File: config.mk
export PLATFORM = sky130hd
export DESIGN_NAME = tpo_path_alarm
export DESIGN_NICKNAME = d
export VERILOG_FILES = /design/src/common/tpo_pkg.sv /design/src/tpo_path_alarm.sv /design/src/tpo_bip8.sv /design/src/tpo_rdi_sel.sv
export SDC_FILE = /design/constraint.sdc
export NUM_CORES = 1
export LEC_CHECK = 0
export BUFFER_PORTS_ARGS = -buffer_cell sky130_fd_sc_hd__buf_2
export CAP_MARGIN = 10
export CORE_MARGIN = 4
export CORE_UTILIZATION = 45
export CTS_CLUSTER_SIZE = 25
export DETAILED_ROUTE_END_ITERATION = 12
export MAX_ROUTING_LAYER = met4
export PLACE_DENSITY = 0.7
export SLEW_MARGIN = 10
export SYNTH_ARGS = -nofsm -noshare
export SYNTH_HDL_FRONTEND = slang
export SYNTH_SLANG_ARGS = --single-unit
File: constraint.sdc
create_clock -name ref_clk -period 3.7 [get_ports ref_clk]
set_input_delay 0.555 -clock ref_clk [delete_from_list [all_inputs] [get_ports ref_clk]]
set_output_delay 0.555 -clock ref_clk [all_outputs]
set_load 0.02 [all_outputs]
File: src/common/tpo_pkg.sv
// tx path-overhead alarm insertion: register map, fields, reset values
// assumes an 8-bit register file behind a 32-bit apb slave
package tpo_pkg;
   // ----------------------------------------------------------------
   // register offsets (byte addresses)
   // ----------------------------------------------------------------
   localparam logic [7:0] OFS_B3_MASK = 8'h00;
   localparam logic [7:0] OFS_CTRL0 = 8'h04;
   localparam logic [7:0] OFS_MAP2 = 8'h08;
   localparam logic [7:0] OFS_MAP1 = 8'h0c;
   localparam logic [7:0] OFS_MAP0 = 8'h10;
   localparam logic [7:0] OFS_RDI_SW = 8'h14;
   localparam logic [7:0] OFS_DEFECTS = 8'h18;
   localparam logic [7:0] OFS_G1_CODE = 8'h1c;
   // ----------------------------------------------------------------
   // reset values
   // ----------------------------------------------------------------
   localparam logic [7:0] RST_B3_MASK = 8'h00;
   localparam logic [7:0] RST_CTRL0 = 8'h00;
   localparam logic [7:0] RST_MAP = 8'h00;
   localparam logic [7:0] RST_RDI_SW = 8'h00;
   // ----------------------------------------------------------------
   // control byte 0 fields
   // ----------------------------------------------------------------
   localparam int CTRL0_AIS_EN = 0;
   localparam int CTRL0_UNUSED = 1;
   localparam int CTRL0_C2_TYPE = 2;
   localparam int CTRL0_RDI_LO = 3;
   localparam int CTRL0_REI_LO = 5;
   localparam int CTRL0_F2_TYPE = 7;
   localparam logic [7:0] CTRL0_WMASK = 8'hfd;
   localparam logic [1:0] RDI_AUTO = 2'h0;
   localparam logic [1:0] RDI_SOFT = 2'h1;
   // ----------------------------------------------------------------
   // defect map fields: low half {code[3:1], en[0]}, high half {7:5, 4}
   // ----------------------------------------------------------------
   localparam int MAP_LO_EN = 0;
   localparam int MAP_LO_CODE = 1;
   localparam int MAP_HI_EN = 4;
   localparam int MAP_HI_CODE = 5;
   localparam int CODE_W = 3;
   // defect index, lower index wins
   localparam int DEF_AIS = 0;
   localparam int DEF_LOP = 1;
   localparam int DEF_UNEQ = 2;
   localparam int DEF_TIM = 3;
   localparam int DEF_PLM = 4;
   localparam int DEF_LCD = 5;
   localparam int NUM_DEF = 6;
   // g1 rdi bits 5..7 (bit 1 = msb) sit at byte bits 3..1
   localparam int G1_RDI_LO = 1;
   localparam logic [7:0] ALL_ONES = 8'hff;
   localparam logic [2:0] RDI_NONE = 3'h0;
endpackage

File: src/tpo_path_alarm.sv
// tx path-overhead alarm and error insertion for one sts-1 envelope
// assumes byte-position flags come aligned with each transmit byte and
// receive defect levels are synchronous to ref_clk
`timescale 1ns/100ps
`default_nettype none
// Notes on behaviour
// [RULE_01] software keeps the b3 mask at zero for clean parity
// [RULE_02] outbound b3 is xored with the mask register
// [RULE_03] bip-8 of each envelope goes into the next envelope's b3
// [RULE_04] ais enable forces every envelope byte to all ones
// [RULE_05] ais enable also forces h1, h2, h3 to all ones
// [RULE_06] no cells or packets are accepted while ais is enabled
// [RULE_07] rdi sources: automatic, software, external overhead port
// [RULE_08] rdi type 00 selects automatic insertion
// [RULE_09] automatic mode writes chosen code into g1 rdi bits
// [RULE_10] plm, uneq, lop, ais, tim and lcd defects can trigger rdi
// [RULE_11] automatic rdi lasts exactly while the defect is declared
// [RULE_12] map 2 bits 3:1 give the plm code
// [RULE_13] map 2 bit 0 enables rdi on plm
// [RULE_14] map 2 holds lcd code in 7:5 and its enable in bit 4
// [RULE_15] map 1 bits 3:1 give the uneq code
// [RULE_16] map 1 bit 0 enables rdi on uneq
// [RULE_17] map 1 bit 4 enables rdi on tim
// [RULE_18] map 1 bits 7:5 give the tim code
// [RULE_19] control 0 holds f2, rei and c2 insertion type fields
// [RULE_20] fixed priority: ais, lop, uneq, tim, plm, lcd
// [RULE_21] no enabled defect in automatic mode sends zero rdi bits
module tpo_path_alarm (
   input wire logic ref_clk, // 100 mhz byte clock
   input wire logic sys_rst, // sync reset, high
   input wire logic psel, // apb select
   input wire logic penable, // apb enable
   input wire logic pwrite, // apb write
   input wire logic [7:0] paddr, // apb byte address
   input wire logic [31:0] pwdata, // apb write data
   output logic [31:0] prdata, // apb read data
   output logic pready, // apb ready
   output logic pslverr, // apb error, unmapped address
   input wire logic in_valid, // transmit byte strobe
   input wire logic [7:0] in_byte, // transmit byte
   input wire logic in_spe, // byte is in the envelope
   input wire logic in_spe_first, // first envelope byte (j1)
   input wire logic in_b3_pos, // byte is b3
   input wire logic in_g1_pos, // byte is g1
   input wire logic in_ptr_pos, // byte is h1, h2 or h3
   input wire logic [2:0] ext_path_overhead_in, // external rdi code
   input wire logic rx_ais, // receive ais-p declared
   input wire logic rx_lop, // receive lop-p declared
   input wire logic rx_uneq, // receive uneq-p declared
   input wire logic rx_tim, // receive tim-p declared
   input wire logic rx_plm, // receive plm-p declared
   input wire logic rx_lcd, // receive lcd-p declared
   output logic out_valid, // outbound byte strobe
   output logic [7:0] out_byte, // outbound byte
   output logic src_ready, // cell/packet source may send
   output logic [2:0] g1_rdi // rdi code now in force
);
   // ----------------------------------------------------------------
   // registers
   // ----------------------------------------------------------------
   logic [7:0] b3_error_mask_r;
   logic [7:0] path_tx_control_0_r;
   logic [7:0] defect_indication_map_0_r;
   logic [7:0] defect_indication_map_1_r;
   logic [7:0] defect_indication_map_2_r;
   logic [7:0] rdi_soft_code_r;

   // ----------------------------------------------------------------
   // apb decode
   // ----------------------------------------------------------------
   wire logic setup = psel && !penable;
   wire logic fire = psel && penable && pready;
   wire logic wr_fire = fire && pwrite;
   wire logic sel_mask = paddr == tpo_pkg::OFS_B3_MASK;
   wire logic sel_ctrl0 = paddr == tpo_pkg::OFS_CTRL0;
   wire logic sel_map2 = paddr == tpo_pkg::OFS_MAP2;
   wire logic sel_map1 = paddr == tpo_pkg::OFS_MAP1;
   wire logic sel_map0 = paddr == tpo_pkg::OFS_MAP0;
   wire logic sel_soft = paddr == tpo_pkg::OFS_RDI_SW;
   wire logic sel_def = paddr == tpo_pkg::OFS_DEFECTS;
   wire logic sel_code = paddr == tpo_pkg::OFS_G1_CODE;
   wire logic hit = sel_mask || sel_ctrl0 || sel_map2 || sel_map1 ||
      sel_map0 || sel_soft || sel_def || sel_code;
   wire logic [7:0] wbyte = pwdata[7:0];

   // ----------------------------------------------------------------
   // defect selection
   // ----------------------------------------------------------------
   wire logic [5:0] defects = {rx_lcd, rx_plm, rx_tim, rx_uneq, rx_lop,
      rx_ais}; // RULE_10
   logic [2:0] auto_code;
   logic auto_hit;
   wire logic [5:0] enables = {
      defect_indication_map_2_r[tpo_pkg::MAP_HI_EN], // RULE_14
      defect_indication_map_2_r[tpo_pkg::MAP_LO_EN], // RULE_13
      defect_indication_map_1_r[tpo_pkg::MAP_HI_EN], // RULE_17
      defect_indication_map_1_r[tpo_pkg::MAP_LO_EN], // RULE_16
      defect_indication_map_0_r[tpo_pkg::MAP_HI_EN],
      defect_indication_map_0_r[tpo_pkg::MAP_LO_EN]};
   wire logic [17:0] codes = {
      defect_indication_map_2_r[tpo_pkg::MAP_HI_CODE +: 3], // RULE_14
      defect_indication_map_2_r[tpo_pkg::MAP_LO_CODE +: 3], // RULE_12
      defect_indication_map_1_r[tpo_pkg::MAP_HI_CODE +: 3], // RULE_18
      defect_indication_map_1_r[tpo_pkg::MAP_LO_CODE +: 3], // RULE_15
      defect_indication_map_0_r[tpo_pkg::MAP_HI_CODE +: 3],
      defect_indication_map_0_r[tpo_pkg::MAP_LO_CODE +: 3]};

   tpo_rdi_sel #(
      .N(tpo_pkg::NUM_DEF),
      .CW(tpo_pkg::CODE_W)
   ) u_sel (
      .defect_i(defects),
      .enable_i(enables),
      .codes_i(codes),
      .code_o(auto_code),
      .hit_o(auto_hit)
   );

   // ----------------------------------------------------------------
   // rdi source and byte path
   // ----------------------------------------------------------------
   wire logic ais_on = path_tx_control_0_r[tpo_pkg::CTRL0_AIS_EN];
   wire logic [1:0] rdi_type =
      path_tx_control_0_r[tpo_pkg::CTRL0_RDI_LO +: 2];
   // type 1x both pick the external port
   wire logic [2:0] rdi_nxt =
      (rdi_type == tpo_pkg::RDI_AUTO) ? auto_code : // RULE_08 RULE_11
      (rdi_type == tpo_pkg::RDI_SOFT) ? rdi_soft_code_r[2:0] :
      ext_path_overhead_in; // RULE_07
   logic [7:0] bip;
   wire logic [7:0] g1_byte = {in_byte[7:4], rdi_nxt,
      in_byte[0]}; // RULE_09
   wire logic force_ones = ais_on && (in_spe || in_ptr_pos);
   wire logic [7:0] out_nxt =
      force_ones ? tpo_pkg::ALL_ONES : // RULE_04 RULE_05
      in_b3_pos ? (bip ^ b3_error_mask_r) : // RULE_02
      in_g1_pos ? g1_byte : in_byte;

   tpo_bip8 #(
      .W(8)
   ) u_bip (
      .ref_clk(ref_clk),
      .sys_rst(sys_rst),
      .valid_i(in_valid),
      .spe_i(in_spe),
      .first_i(in_spe_first),
      .byte_i(out_nxt),
      .bip_o(bip)
   );

   // ----------------------------------------------------------------
   // read mux
   // ----------------------------------------------------------------
   wire logic [7:0] rd_nxt =
      sel_mask ? b3_error_mask_r :
      sel_ctrl0 ? path_tx_control_0_r :
      sel_map2 ? defect_indication_map_2_r :
      sel_map1 ? defect_indication_map_1_r :
      sel_map0 ? defect_indication_map_0_r :
      sel_soft ? rdi_soft_code_r :
      sel_def ? {2'h0, defects} :
      sel_code ? {auto_hit, 4'h0, g1_rdi} : 8'h00;

   // ----------------------------------------------------------------
   // apb slave: one wait-free access phase
   // ----------------------------------------------------------------
   always_ff @(posedge ref_clk)
   begin
      if (sys_rst)
      begin
         pready <= 1'b0;
         pslverr <= 1'b0;
         prdata <= 32'h0;
      end
      else
      begin
         pready <= setup;
         if (setup)
         begin
            pslverr <= !hit;
            prdata <= {24'h0, rd_nxt};
         end
      end
   end

   always_ff @(posedge ref_clk)
   begin
      if (sys_rst)
      begin
         b3_error_mask_r <= tpo_pkg::RST_B3_MASK; // RULE_01
         path_tx_control_0_r <= tpo_pkg::RST_CTRL0;
         defect_indication_map_0_r <= tpo_pkg::RST_MAP;
         defect_indication_map_1_r <= tpo_pkg::RST_MAP;
         defect_indication_map_2_r <= tpo_pkg::RST_MAP;
         rdi_soft_code_r <= tpo_pkg::RST_RDI_SW;
      end
      else if (wr_fire)
      begin
         if (sel_mask)
            b3_error_mask_r <= wbyte;
         if (sel_ctrl0)
            path_tx_control_0_r <= wbyte & tpo_pkg::CTRL0_WMASK; // RULE_19
         if (sel_map0)
            defect_indication_map_0_r <= wbyte;
         if (sel_map1)
            defect_indication_map_1_r <= wbyte;
         if (sel_map2)
            defect_indication_map_2_r <= wbyte;
         if (sel_soft)
            rdi_soft_code_r <= {5'h0, wbyte[2:0]};
      end
   end

   // ----------------------------------------------------------------
   // outbound stream
   // ----------------------------------------------------------------
   always_ff @(posedge ref_clk)
   begin
      if (sys_rst)
      begin
         out_valid <= 1'b0;
         out_byte <= 8'h00;
         src_ready <= 1'b0;
         g1_rdi <= tpo_pkg::RDI_NONE;
      end
      else
      begin
         out_valid <= in_valid;
         if (in_valid)
            out_byte <= out_nxt;
         // ready drops one cycle after ais is set; source must obey it
         src_ready <= !ais_on; // RULE_06
         g1_rdi <= rdi_nxt;
      end
   end

   // ----------------------------------------------------------------
   // assertions
   // ----------------------------------------------------------------
   property p_ais_spe;
      @(posedge ref_clk) disable iff (sys_rst)
      in_valid && in_spe && ais_on |=> out_byte == 8'hff;
   endproperty
   a_ais_spe: assert property (p_ais_spe) // RULE_04
      else $error("envelope byte not all ones under ais");

   property p_ais_ptr;
      @(posedge ref_clk) disable iff (sys_rst)
      in_valid && in_ptr_pos && ais_on |=> out_byte == 8'hff;
   endproperty
   a_ais_ptr: assert property (p_ais_ptr) // RULE_05
      else $error("pointer byte not all ones under ais");

   property p_no_cells;
      @(posedge ref_clk) disable iff (sys_rst)
      ais_on ##1 ais_on |-> !src_ready;
   endproperty
   a_no_cells: assert property (p_no_cells) // RULE_06
      else $error("source ready while ais enabled");

   property p_b3_mask;
      @(posedge ref_clk) disable iff (sys_rst)
      in_valid && in_b3_pos && !ais_on |=>
         out_byte == ($past(bip) ^ $past(b3_error_mask_r));
   endproperty
   a_b3_mask: assert property (p_b3_mask) // RULE_02
      else $error("b3 not parity xor mask");

   property p_bip_latch;
      @(posedge ref_clk) disable iff (sys_rst)
      in_valid && in_spe_first ##1 in_valid && in_spe && !in_spe_first
         |=> bip == $past(bip);
   endproperty
   a_bip_latch: assert property (p_bip_latch) // RULE_03
      else $error("bip changed inside an envelope");

   property p_auto_g1;
      @(posedge ref_clk) disable iff (sys_rst)
      in_valid && in_g1_pos && !ais_on && rdi_type == 2'h0 |=>
         out_byte[3:1] == $past(auto_code) &&
         g1_rdi == $past(auto_code);
   endproperty
   a_auto_g1: assert property (p_auto_g1) // RULE_09
      else $error("g1 rdi bits differ from automatic code");

   property p_ais_first;
      @(posedge ref_clk) disable iff (sys_rst)
      rx_ais && defect_indication_map_0_r[0] |->
         auto_code == defect_indication_map_0_r[3:1];
   endproperty
   a_ais_first: assert property (p_ais_first) // RULE_20
      else $error("ais code not given top priority");

   property p_none_zero;
      @(posedge ref_clk) disable iff (sys_rst)
      (defects & enables) == 6'h0 && rdi_type == 2'h0 |=> g1_rdi == 3'h0;
   endproperty
   a_none_zero: assert property (p_none_zero) // RULE_21 RULE_11
      else $error("rdi sent with no enabled defect");

   property p_plm_off;
      @(posedge ref_clk) disable iff (sys_rst)
      defects == 6'h10 && !defect_indication_map_2_r[0] |->
         !auto_hit && auto_code == 3'h0;
   endproperty
   a_plm_off: assert property (p_plm_off) // RULE_13
      else $error("disabled plm altered rdi");

   property p_soft_src;
      @(posedge ref_clk) disable iff (sys_rst)
      rdi_type == 2'h1 |=> g1_rdi == $past(rdi_soft_code_r[2:0]);
   endproperty
   a_soft_src: assert property (p_soft_src) // RULE_07
      else $error("software rdi code not used");

   c_ais: cover property (@(posedge ref_clk) disable iff (sys_rst)
      in_valid && in_spe && ais_on);
   c_b3_err: cover property (@(posedge ref_clk) disable iff (sys_rst)
      in_valid && in_b3_pos && b3_error_mask_r != 8'h00);
   c_multi: cover property (@(posedge ref_clk) disable iff (sys_rst)
      auto_hit && rx_ais && rx_plm);
   c_ext: cover property (@(posedge ref_clk) disable iff (sys_rst)
      in_valid && in_g1_pos && rdi_type[1]);
endmodule
`default_nettype wire

File: src/tpo_bip8.sv
// running bip-8 over the bytes of one payload envelope
// assumes first_i marks the first envelope byte, with valid_i
`timescale 1ns/100ps
`default_nettype none
module tpo_bip8 #(
   parameter int W = 8
) (
   input wire logic ref_clk, // clock
   input wire logic sys_rst, // sync reset, high
   input wire logic valid_i, // byte strobe
   input wire logic spe_i, // byte is in the envelope
   input wire logic first_i, // first envelope byte
   input wire logic [W-1:0] byte_i, // byte as transmitted
   output logic [W-1:0] bip_o // parity of previous envelope
);
   logic [W-1:0] acc_r;

   always_ff @(posedge ref_clk)
   begin
      if (sys_rst)
      begin
         acc_r <= '0;
         bip_o <= '0;
      end
      else if (valid_i && first_i)
      begin
         bip_o <= acc_r; // RULE_03
         acc_r <= byte_i;
      end
      else if (valid_i && spe_i)
      begin
         acc_r <= acc_r ^ byte_i; // RULE_03
      end
   end
endmodule
`default_nettype wire

File: src/tpo_rdi_sel.sv
// fixed-priority pick of one rdi code among declared, enabled defects
// assumes index 0 is the highest priority
`timescale 1ns/100ps
`default_nettype none
module tpo_rdi_sel #(
   parameter int N = 6,
   parameter int CW = 3
) (
   input wire logic [N-1:0] defect_i, // declared defects
   input wire logic [N-1:0] enable_i, // per-defect enables
   input wire logic [N*CW-1:0] codes_i, // code per defect
   output logic [CW-1:0] code_o, // chosen code
   output logic hit_o // some enabled defect is up
);
   always_comb
   begin
      code_o = '0; // RULE_21
      hit_o = 1'b0;
      for (int i = N - 1; i >= 0; i--)
      begin
         if (defect_i[i] && enable_i[i])
         begin
            code_o = codes_i[i*CW +: CW]; // RULE_20
            hit_o = 1'b1;
         end
      end
   end
endmodule
`default_nettype wire

Yosys cells after proc, flatten, opt, wreduce, memory -nomap -nowiden
Cells that the tools add are included.
Word-level totals
  logic and storage cells: 85
  bits in read-only memories: 0
  register bits: 81
  latch bits: 0
  memory bits (writable): 0
  memories: 0
Operators by class
  multiply operators: 0
  muxes and demuxes: 27
  magnitude comparators: 0
  bitwise logic cells: 2
  eq/ne operators: 8
  shifts and indexed selects: 0
  div/mod/pow operators: 0
  reduce and logical (&&, ||, !) cells: 33
  add/sub/neg operators: 0
Operator list (count)
  $mux 8: 12
  $eq 8x5->1 const B: 4
  $mux 3: 8
  $eq 8x4->1 const B: 2
  $xor 8x8->8: 2
  $logic_and 1x1->1: 13
  $reduce_and 2->1: 6
  $eq 8x3->1 const B: 1
  $logic_not 8->1: 1
  $logic_or 1x1->1: 8
  $mux 1: 6
  $mux 4: 1
  $logic_not 1->1: 3
  $eq 2x1->1 const B: 1
  $logic_not 2->1: 1
  $reduce_bool 2->1: 1

Longest topological paths before layout
  word-level depth: 15
  mapped depth: 8
  depth with buffers taken out: 5

Modules after synthesis
A second synthesis with hierarchy kept.
Second synthesis, totals
  cell total of the unflattened synthesis: 482
  area total of the unflattened synthesis: 4287.9 um^2
Modules (own cells, without submodules)
  tpo_path_alarm: instances 1, area an instance 3338.2 um^2, cells an instance 359, seq. area each 1301.2 um^2
  tpo_bip8: instances 1, area an instance 730.7 um^2, cells an instance 90, seq. area each 320.3 um^2
  tpo_rdi_sel: instances 1, area an instance 219.0 um^2, cells an instance 33, seq. area each 0.0 um^2

Least setup slack after synthesis
No wires, ideal clock.
  path kind: input-to-reg
  start: input paddr[0]
  end: register rdi_soft_code_r[0]
  stages: 5
  arrival: 1.918 ns
  library setup time: 0.128 ns
  slack: 1.654 ns
  path buffers: 0
  cell sequence: or4_4 nor2_1 nand4_1 mux2i_1 nor2_1
Between the ends
  longest elaborated chain between the ends: 2
Ends and longest elaborated chain
  start: declaration: RTL line tpo_path_alarm.sv:34  | input wire logic [7:0] paddr,
  $eq 8x5->1: RTL line tpo_path_alarm.sv:79  | wire logic sel_soft = paddr == tpo_pkg::OFS_RDI_SW;
  $reduce_and 2->1 (no source line)
  end signal: assignment: RTL line tpo_path_alarm.sv:195  | rdi_soft_code_r <= tpo_pkg::RST_RDI_SW;
  end signal: assignment: RTL line tpo_path_alarm.sv:210  | rdi_soft_code_r <= {5'h0, wbyte[2:0]};
  end: declaration: RTL line tpo_path_alarm.sv:66  | logic [7:0] rdi_soft_code_r;
Every way passes these cells.
A chain may end at the register's enable or synchronous reset.

Final worst setup path
  start: input paddr[0]
  end: register defect_indication_map_1_r[5]
Between the ends
  longest elaborated chain between the ends: 2
Ends and longest elaborated chain
  $eq 8x4->1: RTL line tpo_path_alarm.sv:77  | wire logic sel_map1 = paddr == tpo_pkg::OFS_MAP1;
  $reduce_and 2->1 (no source line)
  end signal: assignment: RTL line tpo_path_alarm.sv:193  | defect_indication_map_1_r <= tpo_pkg::RST_MAP;
  end signal: assignment: RTL line tpo_path_alarm.sv:206  | defect_indication_map_1_r <= wbyte;
  end: declaration: RTL line tpo_path_alarm.sv:64  | logic [7:0] defect_indication_map_1_r;
Every way passes these cells.

==> flow_summary_export.csv <==
group,metric,value,unit
run_status,outcome,"complete, no violations",
route,drt_iter0_drc,273,
timing,finClkSkew,6.59,ps
die,rows,34,
pwr,combPwrFrac,10.9,%
setup_path,crit_slowest_cell,"or4_4",
route,detail_route.wl_per_cell,17.4,um
die,initial_core_util,47.1,%
setup_path,critPathCaptureType,"flop",
finish,area_growth,12.0,%
setup_path,crit_chain,"buf_2 > or4_4 > nor4b_4 > buf_4 > nand3_2 > mux2i_1 > nor2_1",
global_route,overflow,0,
synthesis,syn_inst,494,
timing,min_period,2180,ps
setup_path,required,3910,ps
clocking,post-cts-setup-buffers,0,
setup_path,slowest_delay,570,ps
route,first_pass_iters,5,
synthesis,synth_top_area_cell,"dfxtp_1",
clocking,ctsRootBufferMaster,"clkbuf_8",
synthesis,synth_cell_types,53,
clocking,cts-buffers-inserted,9,
route,drc,0,
synthesis,synth_ff_type,"dfxtp_1",
route,wirelength,11500,um
synthesis,avgSynthCellArea,8.44,sq um
synthesis,synth_edf_count,0,
synthesis,synth_warnings,0,
finish,nNetsFinal,615,
global_route,grt_max_degree,44,
placed_design,dp_hpwl,8550,um
pwr,switching_share,26.4,%
job,cap_violations,0,
pwr,ir_drop,0.175,mV
pwr,p_int,1.33,mW
setup_path,cp-start-kind,"primary input",
timing,final_hold_viol_count,0,
placed_design,dpl-instance-area,0.00445,sq mm
clocking,clk_pin_slew,80,ps
synthesis,netlist_top_cells_count,"dfxtp_1 (81), nor2_1 (63), nand2_1 (61)",
finish,fillers,834,
pwr,total_power,1.80,mW
timing,finalCritPeriodShare,59.0,%
timing,rsz0062_at_grt,"no",
placed_design,portBuffers,66,
timing,maxSlewHeadroom,47.0,%
clocking,htreeDepth,3,
timing,slew_violations,0,
setup_path,critical_path_class,"in2reg",
pwr,power_leakage,2.03,nW
clocking,clock_tree.buffer_depth,2,
die,core_area,0.00885,sq mm
setup_path,path_buf_inv,2,
route,vias_per_cell,5.73,
pwr,p_switching,475,uW
die,io_pins,115,
timing,setup_tns,0,ps
synthesis,synth_most_common_cell,"dfxtp_1",
placed_design,place_congestion,0.912,
global_route,grt_pass1_wl,18000,um
timing,tightestPinTransition,795,ps
timing,hold_slack,458,ps
die,die-area,0.0109,sq mm
worst_hold_path,min-delay-path-class,"reg2reg",
global_route,antenna_found_initial,0,
finish,finalInstanceArea,0.00467,sq mm
route,drtAntennaViolNets,0,
synthesis,seq_area_frac_synth,38.9,%
clocking,hold_buffers,0,
synthesis,ys_seq_elements,81,
synthesis,synthTopCellsByArea,"dfxtp_1 (39%), mux2i_1 (7.7%), nor2_1 (5.7%), nand2_1 (5.5%), buf_4 (4.3%)",
setup_path,crit_family,"simple AND/OR/NAND/NOR gates",
pwr,p_per_area,385,mW/mm^2
clocking,cts_tree,"built",
die,die_h,104,um
finish,antenna_cells,0,
timing,max_freq,0.458,GHz
clocking,clk_latency,350,ps
finish,drive_gt1_share,17.6,%
synthesis,syn_area,0.00417,sq mm
global_route,track_usage,21.1,%
setup_path,crit_fanout,20,
clocking,cts_resized,0,
synthesis,async_reset_ff_share,0,%
pwr,p_seq_share,49.6,%
clocking,clkSinkCount,81,
die,die_w,104,um
global_route,grt_pass1_vias,3410,
timing,setup_viol,0,
synthesis,synth_top_area_share,38.9,%
route,via_count,3784,
setup_path,cp.arrival,2400,ps
pwr,clockPowerShare,39.5,%
==> per-layer routing <==
metal / track usage, % / part of all wire [%]
met5: - / 0
met4: 6.36 / 1.7
met3: 3.41 / 6.8
met2: 32.3 / 46
met1: 28.8 / 46
==> flip-flops by register name (all words and copies together), names as in the netlist <==
signal and flops:
out_byte 8, rdi_soft_code_r 3, pslverr 1, prdata 8, pready 1, u_bip.bip_o 8
defect_indication_map_2_r 8, g1_rdi 3, path_tx_control_0_r 7, src_ready 1, b3_error_mask_r 8, defect_indication_map_0_r 8
u_bip.acc_r 8, defect_indication_map_1_r 8, out_valid 1
==> worst register-to-register path, stage by stage, from the launching register on <==
cell and delay, ps:
dfxtp_1 410, a22o_1 230, a311oi_1 60, o311ai_0 610, nand2_1 210, o311ai_0 330
==> cell families (layout without fill, tap and decap cells) <==
kind of cell,count (synthesis),after routing,share of synthesized area (%)
and+or+nand+nor,187,187,21.2
AOI/OAI and AO/OA,118,118,19.5
DFF,81,81,38.9
buffers and inverters,57,92,7.77
muxes,37,37,9.84
xor gates and xnor gates,13,13,2.73
other,1,24,0.0899
==> worst paths after layout <==
path / depth (start not counted) / slack (ps) / start / end
worst max-delay path: 7 / 1520 / paddr[0] / defect_indication_map_1_r[5]
worst min-delay path: 2 / 460 / prdata[3] / prdata[3]
worst max register to register: 5 / 1750 / defect_indication_map_1_r[0] / u_bip.acc_r[3]
worst min register to register: 2 / 460 / prdata[3] / prdata[3]
==> layout by cell type (no fill, tap or decap), types with 11 or more instances in the layout <==
cell type / netlist / final
nor2b_1: 12 / 12
a211oi_1: 13 / 13
conb_1: 1 / 24
a21oi_1: 33 / 33
buf_2: 4 / 66
mux2i_1: 32 / 32
o21ai_0: 11 / 11
nor2_1: 63 / 63
dfxtp_1: 81 / 81
nand2_1: 61 / 61
xor2_1: 13 / 13
nand3_1: 18 / 18
==> power by group through the flow <==
stage | Sequential [mW] | Combinational (mW) | Clock (mW)
after floorplan | 0.923 | 0.135 | 0
after global placement | 0.914 | 0.191 | 0
after detailed placement | 0.914 | 0.193 | 0
after CTS | 0.894 | 0.194 | 0.721
after global routing | 0.895 | 0.212 | 0.759
final | 0.894 | 0.196 | 0.711
==> layout make-up <==
type	count	area, sq um	area share, %
Multi-Input combinational cell	379	2310	49.5
Sequential cell	81	1620	34.7
Timing Repair Buffer	71	368	7.87
Tap cell	108	135	2.89
Clock buffer	9	124	2.65
Clock inverter	7	93.8	2.01
Inverter	5	18.8	0.402
==> through the flow <==
stage	worst slack (ps)	instances	util, %
final	1520	660	52.8
after global routing	1390	660	52.8
after CTS	1520	660	52.8
after detailed placement	1160	644	50.3
after global placement	1190	644	50.3
after floorplan	1650	517	-
No activity file was read; power rests on OpenSTA's default activity.
